<file path="src/design/pdrb_pkg.sv">
// package: constants for the pwm diagnostic record builder
package pdrb_pkg;
  localparam int          REC_BYTES      = 16;
  localparam int          HDR_BYTES      = 4;
  localparam int          EXT_BYTES      = 12;
  localparam int          NUM_INPUTS     = 16;
  localparam int          NUM_GROUPS     = 4;
  localparam int          GROUP_SIZE     = 4;
  localparam int          INPUTS_PER_LB  = 4;
  localparam logic [3:0]  IDX_CHTYPE     = 4'h4;
  localparam logic [3:0]  IDX_DIAGBITS   = 4'h5;
  localparam logic [3:0]  IDX_NUMCH      = 4'h6;
  localparam logic [3:0]  IDX_GRPERR     = 4'h7;
  localparam logic [3:0]  IDX_LOST0      = 4'h8;
  localparam logic [6:0]  CHTYPE_DI      = 7'h70;
  localparam logic [6:0]  CHTYPE_AI      = 7'h71;
  localparam logic [6:0]  CHTYPE_DO      = 7'h72;
  localparam logic [6:0]  CHTYPE_AO      = 7'h73;
  localparam logic [6:0]  CHTYPE_AIO     = 7'h74;
  localparam int          MORE_TYPES_BIT = 7;
  localparam logic [7:0]  DIAG_BITS_PWM  = 8'h08;
  localparam logic [7:0]  NUM_CH_PWM     = 8'h08;
  // register port map
  localparam logic [4:0]  ADDR_REC0      = 5'h00;
  localparam logic [4:0]  ADDR_STATUS    = 5'h10;
  localparam logic [4:0]  ADDR_MASK      = 5'h11;
  localparam logic [4:0]  ADDR_HDR       = 5'h12;
  localparam logic [4:0]  ADDR_CTRL      = 5'h13;
  localparam logic [1:0]  STATUS_RST     = 2'h0;
  localparam logic [1:0]  MASK_RST       = 2'h0;
  localparam logic [31:0] HDR_RST        = 32'h00000000;
  localparam logic [7:0]  CTRL_RST       = 8'h00;
  localparam int          ST_LOST_BIT    = 0;
  localparam int          ST_GRP_BIT     = 1;
endpackage

</file>
<file path="src/design/pdrb_lost_tracker.sv">
// one lost-interrupt tracker for a single input
`timescale 1ns/100ps
module pdrb_lost_tracker
(
  input  wire logic core_clk,
  input  wire logic rst,
  input  wire logic irqIn,
  input  wire logic irqAck,
  input  wire logic recRead,
  output logic      pendingQ,
  output logic      lostQ,
  output logic      lostEvt
);
  logic pending_reg;
  logic lost_reg;

  assign lostEvt  = irqIn && pending_reg && !irqAck;
  assign pendingQ = pending_reg;
  assign lostQ    = lost_reg;

  // new arrival wins over an ack in the same cycle
  always_ff @(posedge core_clk)
  begin
    if (rst)
      pending_reg <= 1'b0;
    else if (irqIn)
      pending_reg <= 1'b1;
    else if (irqAck)
      pending_reg <= 1'b0;
  end

  // a set in the read cycle survives the read-clear [RQ9]
  always_ff @(posedge core_clk)
  begin
    if (rst)
      lost_reg <= 1'b0;
    else if (lostEvt)
      lost_reg <= 1'b1;
    else if (recRead)
      lost_reg <= 1'b0;
  end
endmodule // pdrb_lost_tracker

</file>
<file path="src/design/pdrb_record_builder.sv">
// top: pwm-mode diagnostic record assembly with register port and interrupt
// Behaviour
// RQ1: the record is 4 header bytes followed by 12 module-specific bytes, 16 in all.
// RQ2: bytes 0 to 3 carry an unchanged copy of the basic record header.
// RQ3: byte 4 bits 6 to 0 hold the channel type, 70h for digital input in this mode.
// RQ4: byte 4 bit 7 reads 1 when further channel types exist in the module, else 0.
// RQ5: byte 5 holds 08h, the number of diagnostic bits per channel.
// RQ6: byte 6 holds 08h, the number of channels of the module.
// RQ7: byte 7 bits 0 to 3 flag errors in the four groups of four inputs; bits 7 to 4 read 0.
// RQ8: bytes 8 to 11 flag lost interrupts on even bits, four inputs a byte; odd bits read 0.
// RQ9: a lost flag sets when an input fires again before its ack and holds until read.
`timescale 1ns/100ps
module pdrb_record_builder
  import pdrb_pkg::*;
(
  input  wire logic        core_clk,
  input  wire logic        rst,
  input  wire logic [4:0]  regAddr,
  input  wire logic [31:0] regWdata,
  input  wire logic        regWr,
  input  wire logic        regRd,
  output logic      [31:0] regRdata,
  input  wire logic [15:0] procIrq,
  input  wire logic [15:0] procIrqAck,
  input  wire logic [3:0]  groupErr,
  input  wire logic        moreTypes,
  output logic      [15:0] irqPending,
  output logic             diagIrq
);
  logic [7:0]  recByte [REC_BYTES];
  logic [31:0] hdr_reg;
  logic [3:0]  grpErr_reg;
  logic [1:0]  status_reg;
  logic [1:0]  status_next;
  logic [1:0]  mask_reg;
  logic [7:0]  ctrl_reg;
  logic [31:0] rdata_reg;
  logic [31:0] rdata_next;
  logic [15:0] lostQ;
  logic [15:0] lostEvt;
  logic        recRead;
  logic        grpEvt;

  function automatic logic isAddr(input logic [4:0] a, input logic [4:0] ref_a);
    isAddr = (a == ref_a);
  endfunction

  // reading byte 15 closes the record and clears the lost flags [RQ9]
  assign recRead = regRd && isAddr(regAddr, ADDR_REC0 + 5'(REC_BYTES - 1));

  genvar gi;
  generate
    for (gi = 0; gi < NUM_INPUTS; gi++)
    begin : g_trk
      pdrb_lost_tracker u_trk
      (
        .core_clk (core_clk),
        .rst      (rst),
        .irqIn    (procIrq[gi]),
        .irqAck   (procIrqAck[gi]),
        .recRead  (recRead),
        .pendingQ (irqPending[gi]),
        .lostQ    (lostQ[gi]),
        .lostEvt  (lostEvt[gi])
      );
    end
  endgenerate

  // header copied verbatim from software [RQ2]
  always_ff @(posedge core_clk)
  begin
    if (rst)
      hdr_reg <= HDR_RST;
    else if (regWr && isAddr(regAddr, ADDR_HDR))
      hdr_reg <= regWdata;
  end

  always_ff @(posedge core_clk)
  begin
    if (rst)
      ctrl_reg <= CTRL_RST;
    else if (regWr && isAddr(regAddr, ADDR_CTRL))
      ctrl_reg <= regWdata[7:0];
  end

  // group errors are sampled so the record is stable between edges [RQ7]
  always_ff @(posedge core_clk)
  begin
    if (rst)
      grpErr_reg <= 4'h0;
    else
      grpErr_reg <= groupErr;
  end

  assign grpEvt = |(groupErr & ~grpErr_reg);

  // record assembly: 4 header bytes then 12 module bytes [RQ1]
  always_comb
  begin
    for (int i = 0; i < REC_BYTES; i++)
      recByte[i] = 8'h00;
    for (int i = 0; i < HDR_BYTES; i++)
      recByte[i] = hdr_reg[8*i +: 8]; // [RQ2]
    recByte[IDX_CHTYPE][6:0]            = CHTYPE_DI;  // [RQ3]
    recByte[IDX_CHTYPE][MORE_TYPES_BIT] = moreTypes;  // [RQ4]
    recByte[IDX_DIAGBITS]               = DIAG_BITS_PWM; // [RQ5]
    recByte[IDX_NUMCH]                  = NUM_CH_PWM; // [RQ6]
    recByte[IDX_GRPERR][NUM_GROUPS-1:0] = grpErr_reg; // [RQ7]
    // even bits only, odd bits stay zero [RQ8]
    for (int i = 0; i < NUM_INPUTS; i++)
      recByte[int'(IDX_LOST0) + i / INPUTS_PER_LB][2 * (i % INPUTS_PER_LB)] = lostQ[i];
  end

  // sticky events, write one to clear; a new event beats the clear
  always_comb
  begin
    status_next = status_reg;
    if (regWr && isAddr(regAddr, ADDR_STATUS))
      status_next = status_reg & ~regWdata[1:0];
    if (|lostEvt)
      status_next[ST_LOST_BIT] = 1'b1;
    if (grpEvt)
      status_next[ST_GRP_BIT] = 1'b1;
  end

  always_ff @(posedge core_clk)
  begin
    if (rst)
      status_reg <= STATUS_RST;
    else
      status_reg <= status_next;
  end

  always_ff @(posedge core_clk)
  begin
    if (rst)
      mask_reg <= MASK_RST;
    else if (regWr && isAddr(regAddr, ADDR_MASK))
      mask_reg <= regWdata[1:0];
  end

  // level output; mask of 1 enables the source
  assign diagIrq = |(status_reg & mask_reg);

  // read mux; unmapped addresses return zero
  always_comb
  begin
    rdata_next = 32'h00000000;
    if (regAddr < ADDR_REC0 + 5'(REC_BYTES))
      rdata_next = {24'h000000, recByte[regAddr[3:0]]};
    else if (isAddr(regAddr, ADDR_STATUS))
      rdata_next = {30'h00000000, status_reg};
    else if (isAddr(regAddr, ADDR_MASK))
      rdata_next = {30'h00000000, mask_reg};
    else if (isAddr(regAddr, ADDR_HDR))
      rdata_next = hdr_reg;
    else if (isAddr(regAddr, ADDR_CTRL))
      rdata_next = {24'h000000, ctrl_reg};
  end

  // data only valid the cycle after the strobe, zero otherwise
  always_ff @(posedge core_clk)
  begin
    if (rst)
      rdata_reg <= 32'h00000000;
    else if (regRd)
      rdata_reg <= rdata_next;
    else
      rdata_reg <= 32'h00000000;
  end

  assign regRdata = rdata_reg;
endmodule // pdrb_record_builder

</file>
<file path="config.mk">
export PLATFORM = sky130hd
export DESIGN_NAME = pdrb_record_builder
export DESIGN_NICKNAME = d
export VERILOG_FILES = /design/src/design/pdrb_pkg.sv /design/src/design/pdrb_lost_tracker.sv /design/src/design/pdrb_record_builder.sv
export SDC_FILE = /design/constraint.sdc
export NUM_CORES = 1
export LEC_CHECK = 0
export BUFFER_PORTS_ARGS = -buffer_cell sky130_fd_sc_hd__buf_4
export CORE_UTILIZATION = 35
export CTS_BUF_LIST = sky130_fd_sc_hd__clkbuf_8
export CTS_CLUSTER_DIAMETER = 200
export DETAILED_ROUTE_END_ITERATION = 10
export HOLD_SLACK_MARGIN = 0.1
export SLEW_MARGIN = 20
export SYNTH_ARGS = -nofsm -noshare
export SYNTH_HDL_FRONTEND = slang
export SYNTH_HIERARCHICAL = 1
export SYNTH_SLANG_ARGS = --single-unit
</file>
<file path="constraint.sdc">
create_clock -name core_clk -period 4 [get_ports core_clk]
set_clock_uncertainty 0.15 [all_clocks]
set_input_delay 0.2 -clock core_clk [delete_from_list [all_inputs] [get_ports core_clk]]
set_output_delay 0.2 -clock core_clk [all_outputs]
set_load 0.01 [all_outputs]
</file>
==> results.tsv, run 1 <==
metric	value	unit
outcome	finished, final reports clean	
ys_warn_count	6	
drtIter0Drc	162	
drtAntennaViolNets	0	
synthDominantCellAreaShare	48.4	%
worstPathMaxFanout	15	
clk_latency	0.37	ns
netlist_top_cells_count	112 x dfxtp_1, 82 x nand2_1, 63 x a21oi_1	
max_freq	471	MHz
diodes	0	
cts_tree	done	
clk_path_buf_depth	2	
grt_pass1_wl	19.2	mm
start_util	36.3	%
grt_max_degree	82	
place_congestion	0.816	
synth.most_common_cell	dfxtp_1	
timing.max_cap.violations	0	
tns	0	ns
syn-num-nets	597	
drv_slew	0	
ctsHtreeMaxLevel	3	
timing.final.crit_share	53.1	%
critPathKind	input pin to flop	
antenna_found_initial	0	
ys_seq_area_share	48.4	%
async_flop_share	0	%
syn_inst	519	
post-route-util	51.4	%
core_area	12800	um2
finalInstanceArea	6560	um2
routedWlPerCell	13.9	um
area_growth	41.6	%
pin_count	127	
fp.dieW	117	um
syn_area_per_cell	8.93	um2
p_leak	2.96	nW
synth-edff-count	0	
ir_drop	0.230	mV
dpl_cell_area	5660	um2
port_buffers	126	
relSlewSlack	47.4	%
crit_arrival	2.27	ns
synth-main-ff-cell	dfxtp_1	
final_nets	779	
ys_ff_latch	112	
gr-total-overflow	0	
netlist_area	4630	um2
setup_violations	0	
post_cts_buffers	0	
grt_pass1_vias	4020	
worstPathRequired	4.14	ns
ys_top_cells_by_area	dfxtp_1 48%, a21oi_1 6.8%, nand2_1 6.6%	
tightest_slew	0.788	ns
dr.pass1.iters	4	
cts.sinks	112	
ys_types	43	
vias	4212	
cts-root-buf	clkbuf_8	
drc_errors	0	
p_per_area	315	nW/um2
hold_path.class	input pin to flop	
start_kind	input pin	
dieArea	13700	um2
drive_above_1_share	21.4	%
critical_path.endpoint_type	flop	
numCtsBuffers	9	
rows	41	
hold_violations	0	
fp.dieH	117	um
wirelength	12.2	mm
vias_per_cell	4.80	
yosys.area.top_type	dfxtp_1	
clkSlewWorstSetupHoldPaths	0.11	ns
track_usage	18.2	%
min_period	2.12	ns
post-dp-hpwl	8.26	mm
rsz0062_at_grt	no	
==> through the flow <==
step	hold WS, ns	power, mW	setup WS, ns	instances
final	0.120	2.07	1.88	878
after global routing	0.120	2.17	1.72	878
after CTS	0.101	2.09	1.65	878
after detailed placement	0.289	1.39	1.63	791
after global placement	0.286	1.38	1.72	791
after floorplan	0.119	1.28	2.02	519
==> critical path, stage by stage <==
cell,delay (ns)
dlygate4sd3_1,0.54
buf_4,0.20
nor3b_2,0.30
nor2b_1,0.63
a21oi_1,0.20
o211ai_1,0.19
==> metal layers <==
layer  track usage [%]  vias up  routed length, um
met4              4.81        0                111
met5                 0        -                  0
li1                  -     2131                  -
met2              32.5      134               5940
met1              21.7     1933               5510
met3              4.74       14                655
==> report_power, final <==
part / internal (mW) / leakage, nW / switching, mW
clock: 0.253 / 0.101 / 0.393
combinational: 0.154 / 1.95 / 0.110
sequential: 1.14 / 0.911 / 0.0163
total: 1.55 / 2.96 / 0.520
==> area by class of cell <==
class | instances | area, um2
Clock buffer | 10 | 138
Clock inverter | 6 | 50.0
Fill cell | 1240 | 6210
Inverter | 24 | 90.1
Multi-Input combinational cell | 356 | 2160
Sequential cell | 112 | 2240
Tap cell | 172 | 215
Timing Repair Buffer | 198 | 1660
==> logic make-up (layout without fill, tap and decap cells) <==
logic type	count (synthesis)	count (layout)	share of synthesized area [%]
and+or+nand+nor	215	215	24.6
AOI/OAI and AO/OA	118	118	16.0
DFF	112	112	48.4
buffers and inverters	51	238	5.05
muxes	23	23	5.91
==> what timing repair did <==
item                      CTS  global route
hold buffers               71             0
resized for setup           0             0
hold endpoints to repair   78             0
==> cell usage in the layout (no fill, tap or decap), types with 2 or more instances in the layout <==
cell           count
a211oi_1           2
a21oi_1           63
a22o_1             2
a31oi_1            4
a32oi_1            2
and2_1            25
and3_1             2
and3b_1           16
buf_4            127
clkbuf_8          10
clkinv_4           2
dfxtp_1          112
dlygate4sd3_1     71
inv_1             25
inv_6              2
mux2_2             2
mux2i_1           18
mux4_2             2
nand2_1           82
nand2b_1          19
nand3_1            9
nand4_1            5
nor2_1            21
nor2b_1           18
nor3_1             6
nor4_1             4
o211ai_1           4
o21ai_0           10
o21ba_1           16
o22ai_1            7
o2bb2ai_1          2
==> path summary, 6_finish.rpt <==
| kind | start | to | slack [ns] | cells after the start |
|---|---|---|---|---|
| worst min-delay path | regAddr[4] | regRdata[7] | 0.12 | 4 |
| worst min register to register | hdr_reg[1] | hdr_reg[1] | 0.31 | 2 |
| worst max-delay path | regAddr[3] | regRdata[6] | 1.88 | 6 |
| worst max register to register | g_trk[5].u_trk/pendingQ | status_reg[0] | 2.36 | 5 |
No activity file was read; power rests on OpenSTA's default activity.
==> inputs of run 2 (changes only) <==
- clock period: 4 -> 2.07 ns (I/O delays scaled with it)
==> run 2 against run 1 <==
Clock power grew 140%; critical path type unchanged; final area grew 4.7%; global-route usage grew 0.94 points; sequential power grew 93%; highest routed layer unchanged; utilization grew 2.4 points; critical endpoint is now regRdata[2]; final cell count grew 3.1%; worst setup slack lost 1.7 ns; worst hold slack gained 0.023 ns.
==> results.tsv, run 2 (synthesized netlist as in run 1, its figures left out) <==
metric	value	unit	change
outcome	finished, final reports clean		
cpPeakStageDelay	0.53	ns	-0.10 ns
ctsHtreeMaxLevel	3		unchanged
routedWlPerCell	14.1	um	+1.3%
core_area	12800	um2	unchanged
drive_above_1_share	21.6	%	+0.17 points
p_leak	3.10	nW	+4.8%
grt_max_degree	81		-1.2%
clk_latency	0.37	ns	about the same
critPathTopFamily	buffers and inverters		
total_power	4.32	mW	+110%
track_usage	19.2	%	+0.94 points
clkSlewWorstSetupHoldPaths	0.10	ns	about the same
critPathBufInv	2		unchanged
start_util	36.3	%	unchanged
fp.dieW	117	um	unchanged
worstPathRequired	2.17	ns	-1.97 ns
hold_violations	0		unchanged
p_per_area	630	nW/um2	+100%
timing.final.crit_share	89.3	%	
fp.dieH	117	um	unchanged
max_freq	541	MHz	
critPathKind	input pin to flop		
timing.max_cap.violations	0		unchanged
grt_pass1_vias	4094		+1.8%
path_cells	dlygate4sd3_1, buf_4, mux2_2, o311ai_1, a21oi_1		
drv_slew	0		unchanged
cts-root-buf	clkbuf_8		
critical_path.endpoint_type	flop		
rows	41		unchanged
hold_path.class	input pin to flop		
drtIter0Drc	210		+30%
rsz0062_at_grt	no		
final_common_cell	buf_4		
dieArea	13700	um2	unchanged
antenna_found_initial	0		unchanged
min_period	1.85	ns	
layout_common_cells	136 x buf_4, 112 x dfxtp_1, 90 x dlygate4sd3_1, 82 x nand2_1, 63 x a21oi_1		
worstPathMaxFanout	31		+16
setup_violations	0		unchanged
ir_drop	0.392	mV	+71%
cts_tree	done		
tightest_slew	0.782	ns	-0.00619 ns
cts.sinks	112		unchanged
diodes	0		unchanged
slowest_stage	dlygate4sd3_1		
final_nets	807		+3.6%
vias_per_cell	4.76		-0.80%
post-route-util	53.8	%	+2.4 points
pin_count	127		unchanged
gr-total-overflow	0		unchanged
dr.pass1.iters	4		unchanged
drtAntennaViolNets	0		unchanged
port_buffers	126		unchanged
relSlewSlack	47.8	%	+0.41 points
place_congestion	0.846		+3.8%
clk_path_buf_depth	2		unchanged
vias	4307		+2.3%
post-dp-hpwl	8.77	mm	+6.2%
crit_arrival	1.94	ns	-0.33 ns
drc_errors	0		unchanged
numCtsBuffers	9		unchanged
area_growth	48.2	%	
post_cts_buffers	0		unchanged
tns	0	ns	unchanged
wirelength	12.7	mm	+4.4%
grt_pass1_wl	19.9	mm	+4.0%
start_kind	input pin		
[run 2: final cells by class]
cell class                 instances  area, um2
fill                            1154       5900
multi-input combinational        356       2160
sequential                       112       2240
tap                              172        215
clock buffer                       9        124
timing repair buffer             226       1920
inverter                          24       90.1
clock inverter                     6        118
[run 2: power by group]
| group | internal [mW] | switching, mW |
|---|---|---|
| clock network | 0.807 | 0.734 |
| registers | 2.20 | 0.0344 |
| logic | 0.325 | 0.221 |
[run 2: path summary, 6_finish.rpt]
check / start / slack [ns] / cells after the start / end
setup / recovery: regAddr[0] / 0.22 / 5 / regRdata[2]
hold / removal: regAddr[2] / 0.14 / 4 / regRdata[3]
setup reg to reg: g_trk[0].u_trk/pendingQ / 0.39 / 5 / status_reg[0]
hold reg to reg: ctrl_reg[1] / 0.31 / 2 / ctrl_reg[1]
[run 2: routing by layer]
| layer | share of wire, % | wire (um) | vias up | global-route usage [%] |
|---|---|---|---|---|
| met1 | 45 | 5710 | 1956 | 24.0 |
| met3 | 5.5 | 695 | 20 | 4.17 |
| met5 | 0 | 0 | - | 0 |
| met4 | 2.4 | 311 | 0 | 7.26 |
| met2 | 47 | 6030 | 141 | 32.2 |
| li1 | - | - | 2190 | - |
[run 2: metrics by stage]
| step | hold WS [ns] | cell area, um2 | instances | worst slack [ns] |
|---|---|---|---|---|
| detailed placement | 0.195 | 5730 | 800 | 0.235 |
| CTS | 0.112 | 6870 | 905 | 0.0998 |
| floorplan | 0.0226 | 4630 | 519 | 0.184 |
| global placement | 0.193 | 5730 | 800 | 0.250 |
| finish | 0.143 | 6870 | 905 | 0.222 |
| global route | 0.167 | 6870 | 905 | 0.145 |
[run 2: worst reg2reg max path, cell delays in order (launching register included)]
cell and delay [ns]:
dfxtp_1 0.33, and3b_1 0.19, nor4_1 0.52, nand4_1 0.17, a21oi_1 0.14, nor2_1 0.05
[run 2: timing repair]
action                                  4_1_cts  5_1_grt
endpoints found under the setup margin        0        1
gates resized for setup                       0        1
hold buffers                                 90        0
hold endpoints to repair                     88        0
==> inputs of run 3 (changes only) <==
- GPL_TIMING_DRIVEN: unset -> 0
==> run 3 against run 2 <==
Global-route usage grew 1.9 points; via count grew 3.4%; fmax down 8.6%; sequential share of layout area decreased by 0.41 points; final area grew 1.3%; highest routed layer unchanged.
==> results.tsv, run 3 (synthesized netlist as in run 1, its figures left out) <==
metric	value	unit	change
crit_start	regAddr[2]		
p_int	3.01	mW	-9.7%
layout_common_cells	130 x buf_4, 112 x dfxtp_1, 93 x dlygate4sd3_1, 82 x nand2_1, 63 x a21oi_1		
crit_arrival	2.14	ns	+0.20 ns
pin_count	127		unchanged
numCtsBuffers	9		unchanged
core_area	12800	um2	unchanged
ctsHtreeMaxLevel	3		unchanged
critical_path.endpoint_type	flop		
cts_tree	done		
critPathKind	input pin to flop		
fp.dieW	117	um	unchanged
p_leak	3.16	nW	+1.9%
cts.sinks	112		unchanged
cts-root-buf	clkbuf_8		
tns	0	ns	unchanged
seqPwrFrac	55.5	%	+3.8 points
rsz0062_at_grt	no		
start_kind	input pin		
ir_drop	0.480	mV	+23%
track_usage	21.0	%	+1.9 points
total_power	4.03	mW	-6.8%
p_sw	1.02	mW	+2.9%
drtIter0Drc	311		+48%
drc_errors	0		unchanged
drtAntennaViolNets	0		unchanged
start_util	36.3	%	unchanged
clkSlewWorstSetupHoldPaths	0.10	ns	about the same
area_growth	50.1	%	
fp.dieH	117	um	unchanged
grt_max_degree	37		-54%
clk_path_buf_depth	2		unchanged
final_nets	829		+2.7%
cpMostUsedCell	dlygate4sd3_1		
switching_share	25.3	%	+2.4 points
timing.max_cap.violations	0		unchanged
n_fill_cell	1170		+1.4%
vias_per_cell	4.80		+0.83%
clk_latency	0.38	ns	about the same
hold_violations	0		unchanged
p_per_area	579	nW/um2	-8.0%
grt_pass1_wl	21.9	mm	+9.9%
timing.final.crit_share	97.7	%	+8.4 points
diodes	0		unchanged
pwr-share-comb	14.2	%	+1.6 points
place_congestion	0.830		-2.0%
final_common_cell	buf_4		
dieArea	13700	um2	unchanged
hold_path.class	input pin to flop		
max_freq	495	MHz	-8.6%
antenna_found_initial	0		unchanged
drv_slew	0		unchanged
relSlewSlack	62.6	%	+15 points
wirelength	13.9	mm	+9.0%
outcome	finished, final reports clean		
vias	4453		+3.4%
drive_above_1_share	22.1	%	+0.53 points
dr.pass1.iters	4		unchanged
worstPathMaxFanout	8		-74%
tightest_slew	0.562	ns	-0.221 ns
min_from	regAddr[3]		
grt_pass1_vias	4400		+7.5%
gr-total-overflow	0		unchanged
post-dp-hpwl	9.62	mm	+9.7%
rows	41		unchanged
routedWlPerCell	15.0	um	+6.3%
r2r_start	g_trk[5].u_trk/pendingQ		
slowest_stage	dlygate4sd3_1		
port_buffers	125		-0.79%
setup_violations	0		unchanged
worstPathRequired	2.18	ns	about the same
min_period	2.02	ns	+0.174 ns
pwr-share-clk	30.3	%	-5.3 points
path_cells	dlygate4sd3_1, buf_4, nor3b_4, dlygate4sd3_1, nand4_1, a211oi_1, nor2_1		
cpPeakStageDelay	0.62	ns	+0.09 ns
## run 3: cell count changes in the layout (fill, tap and decap cells not counted), moves of 2 or more
cell           before  now
bufinv_16           3    0
buf_2               0   10
buf_4             136  130
buf_6               0    3
dlygate4sd3_1      90   93
clkinvlp_4          1    3
clkbuf_1            0   11
## run 3: area by class of cell
| cell class | instances | area, um2 | share of cell area [%] |
|---|---|---|---|
| Sequential cell | 112 | 2240 | 32.2 |
| Timing Repair Buffer | 222 | 1910 | 27.5 |
| Clock buffer | 10 | 138 | 1.98 |
| Tap cell | 172 | 215 | 3.09 |
| Clock inverter | 6 | 43.8 | 0.629 |
| Inverter | 24 | 90.1 | 1.29 |
| Multi-Input combinational cell | 356 | 2180 | 31.3 |
| Buffer | 26 | 140 | 2.01 |
## run 3: final timing paths
| path | depth (start not counted) | to | slack (ns) |
|---|---|---|---|
| min reg2reg | 2 | ctrl_reg[5] | 0.32 |
| max reg2reg | 5 | status_reg[0] | 0.42 |
| max | 7 | status_reg[1] | 0.05 |
| min | 5 | mask_reg[0] | 0.10 |
## run 3: critical path: cells and delay by family
kind | cells | cell delay [ns]
and+or+nand+nor | 3 | 0.41
buffers and inverters | 3 | 1.34
AOI/OAI and AO/OA | 1 | 0.28
## run 3: repair_timing
item / 4_1_cts / 5_1_grt
hold buffers: 93 / 1
endpoints found under the setup margin: 0 / 5
resized for setup: 0 / 2
setup buffers: 0 / 3
hold endpoints to repair: 85 / 2
## run 3: power by group through the flow
stage	clock network (mW)	registers, mW	logic [mW]
finish	1.22	2.24	0.570
global route	1.35	2.24	0.619
CTS	1.27	2.24	0.561
detailed placement	0	2.28	0.421
global placement	0	2.28	0.413
floorplan	0	2.29	0.186
## run 3: routing by layer
metal / track usage, % / part of all wire, % / vias up
met3: 4.48 / 4.9 / 12
met1: 25.4 / 44 / 2078
met4: 5.15 / 1.0 / 0
met5: 0 / 0 / -
met2: 38.0 / 50 / 131
li1: - / - / 2232
## run 3: metrics by stage
step	instance area (um2)	setup slack [ns]	cells	hold WS, ns	utilization (%)
floorplan	4630	0.184	519	0.0226	-
CTS	6910	0.00988	926	0.102	54.1
detailed placement	5800	0.116	817	0.194	45.4
finish	6960	0.0481	928	0.102	54.5
global placement	5790	-0.567	816	0.188	45.3
global route	6960	0.0195	928	0.146	54.5
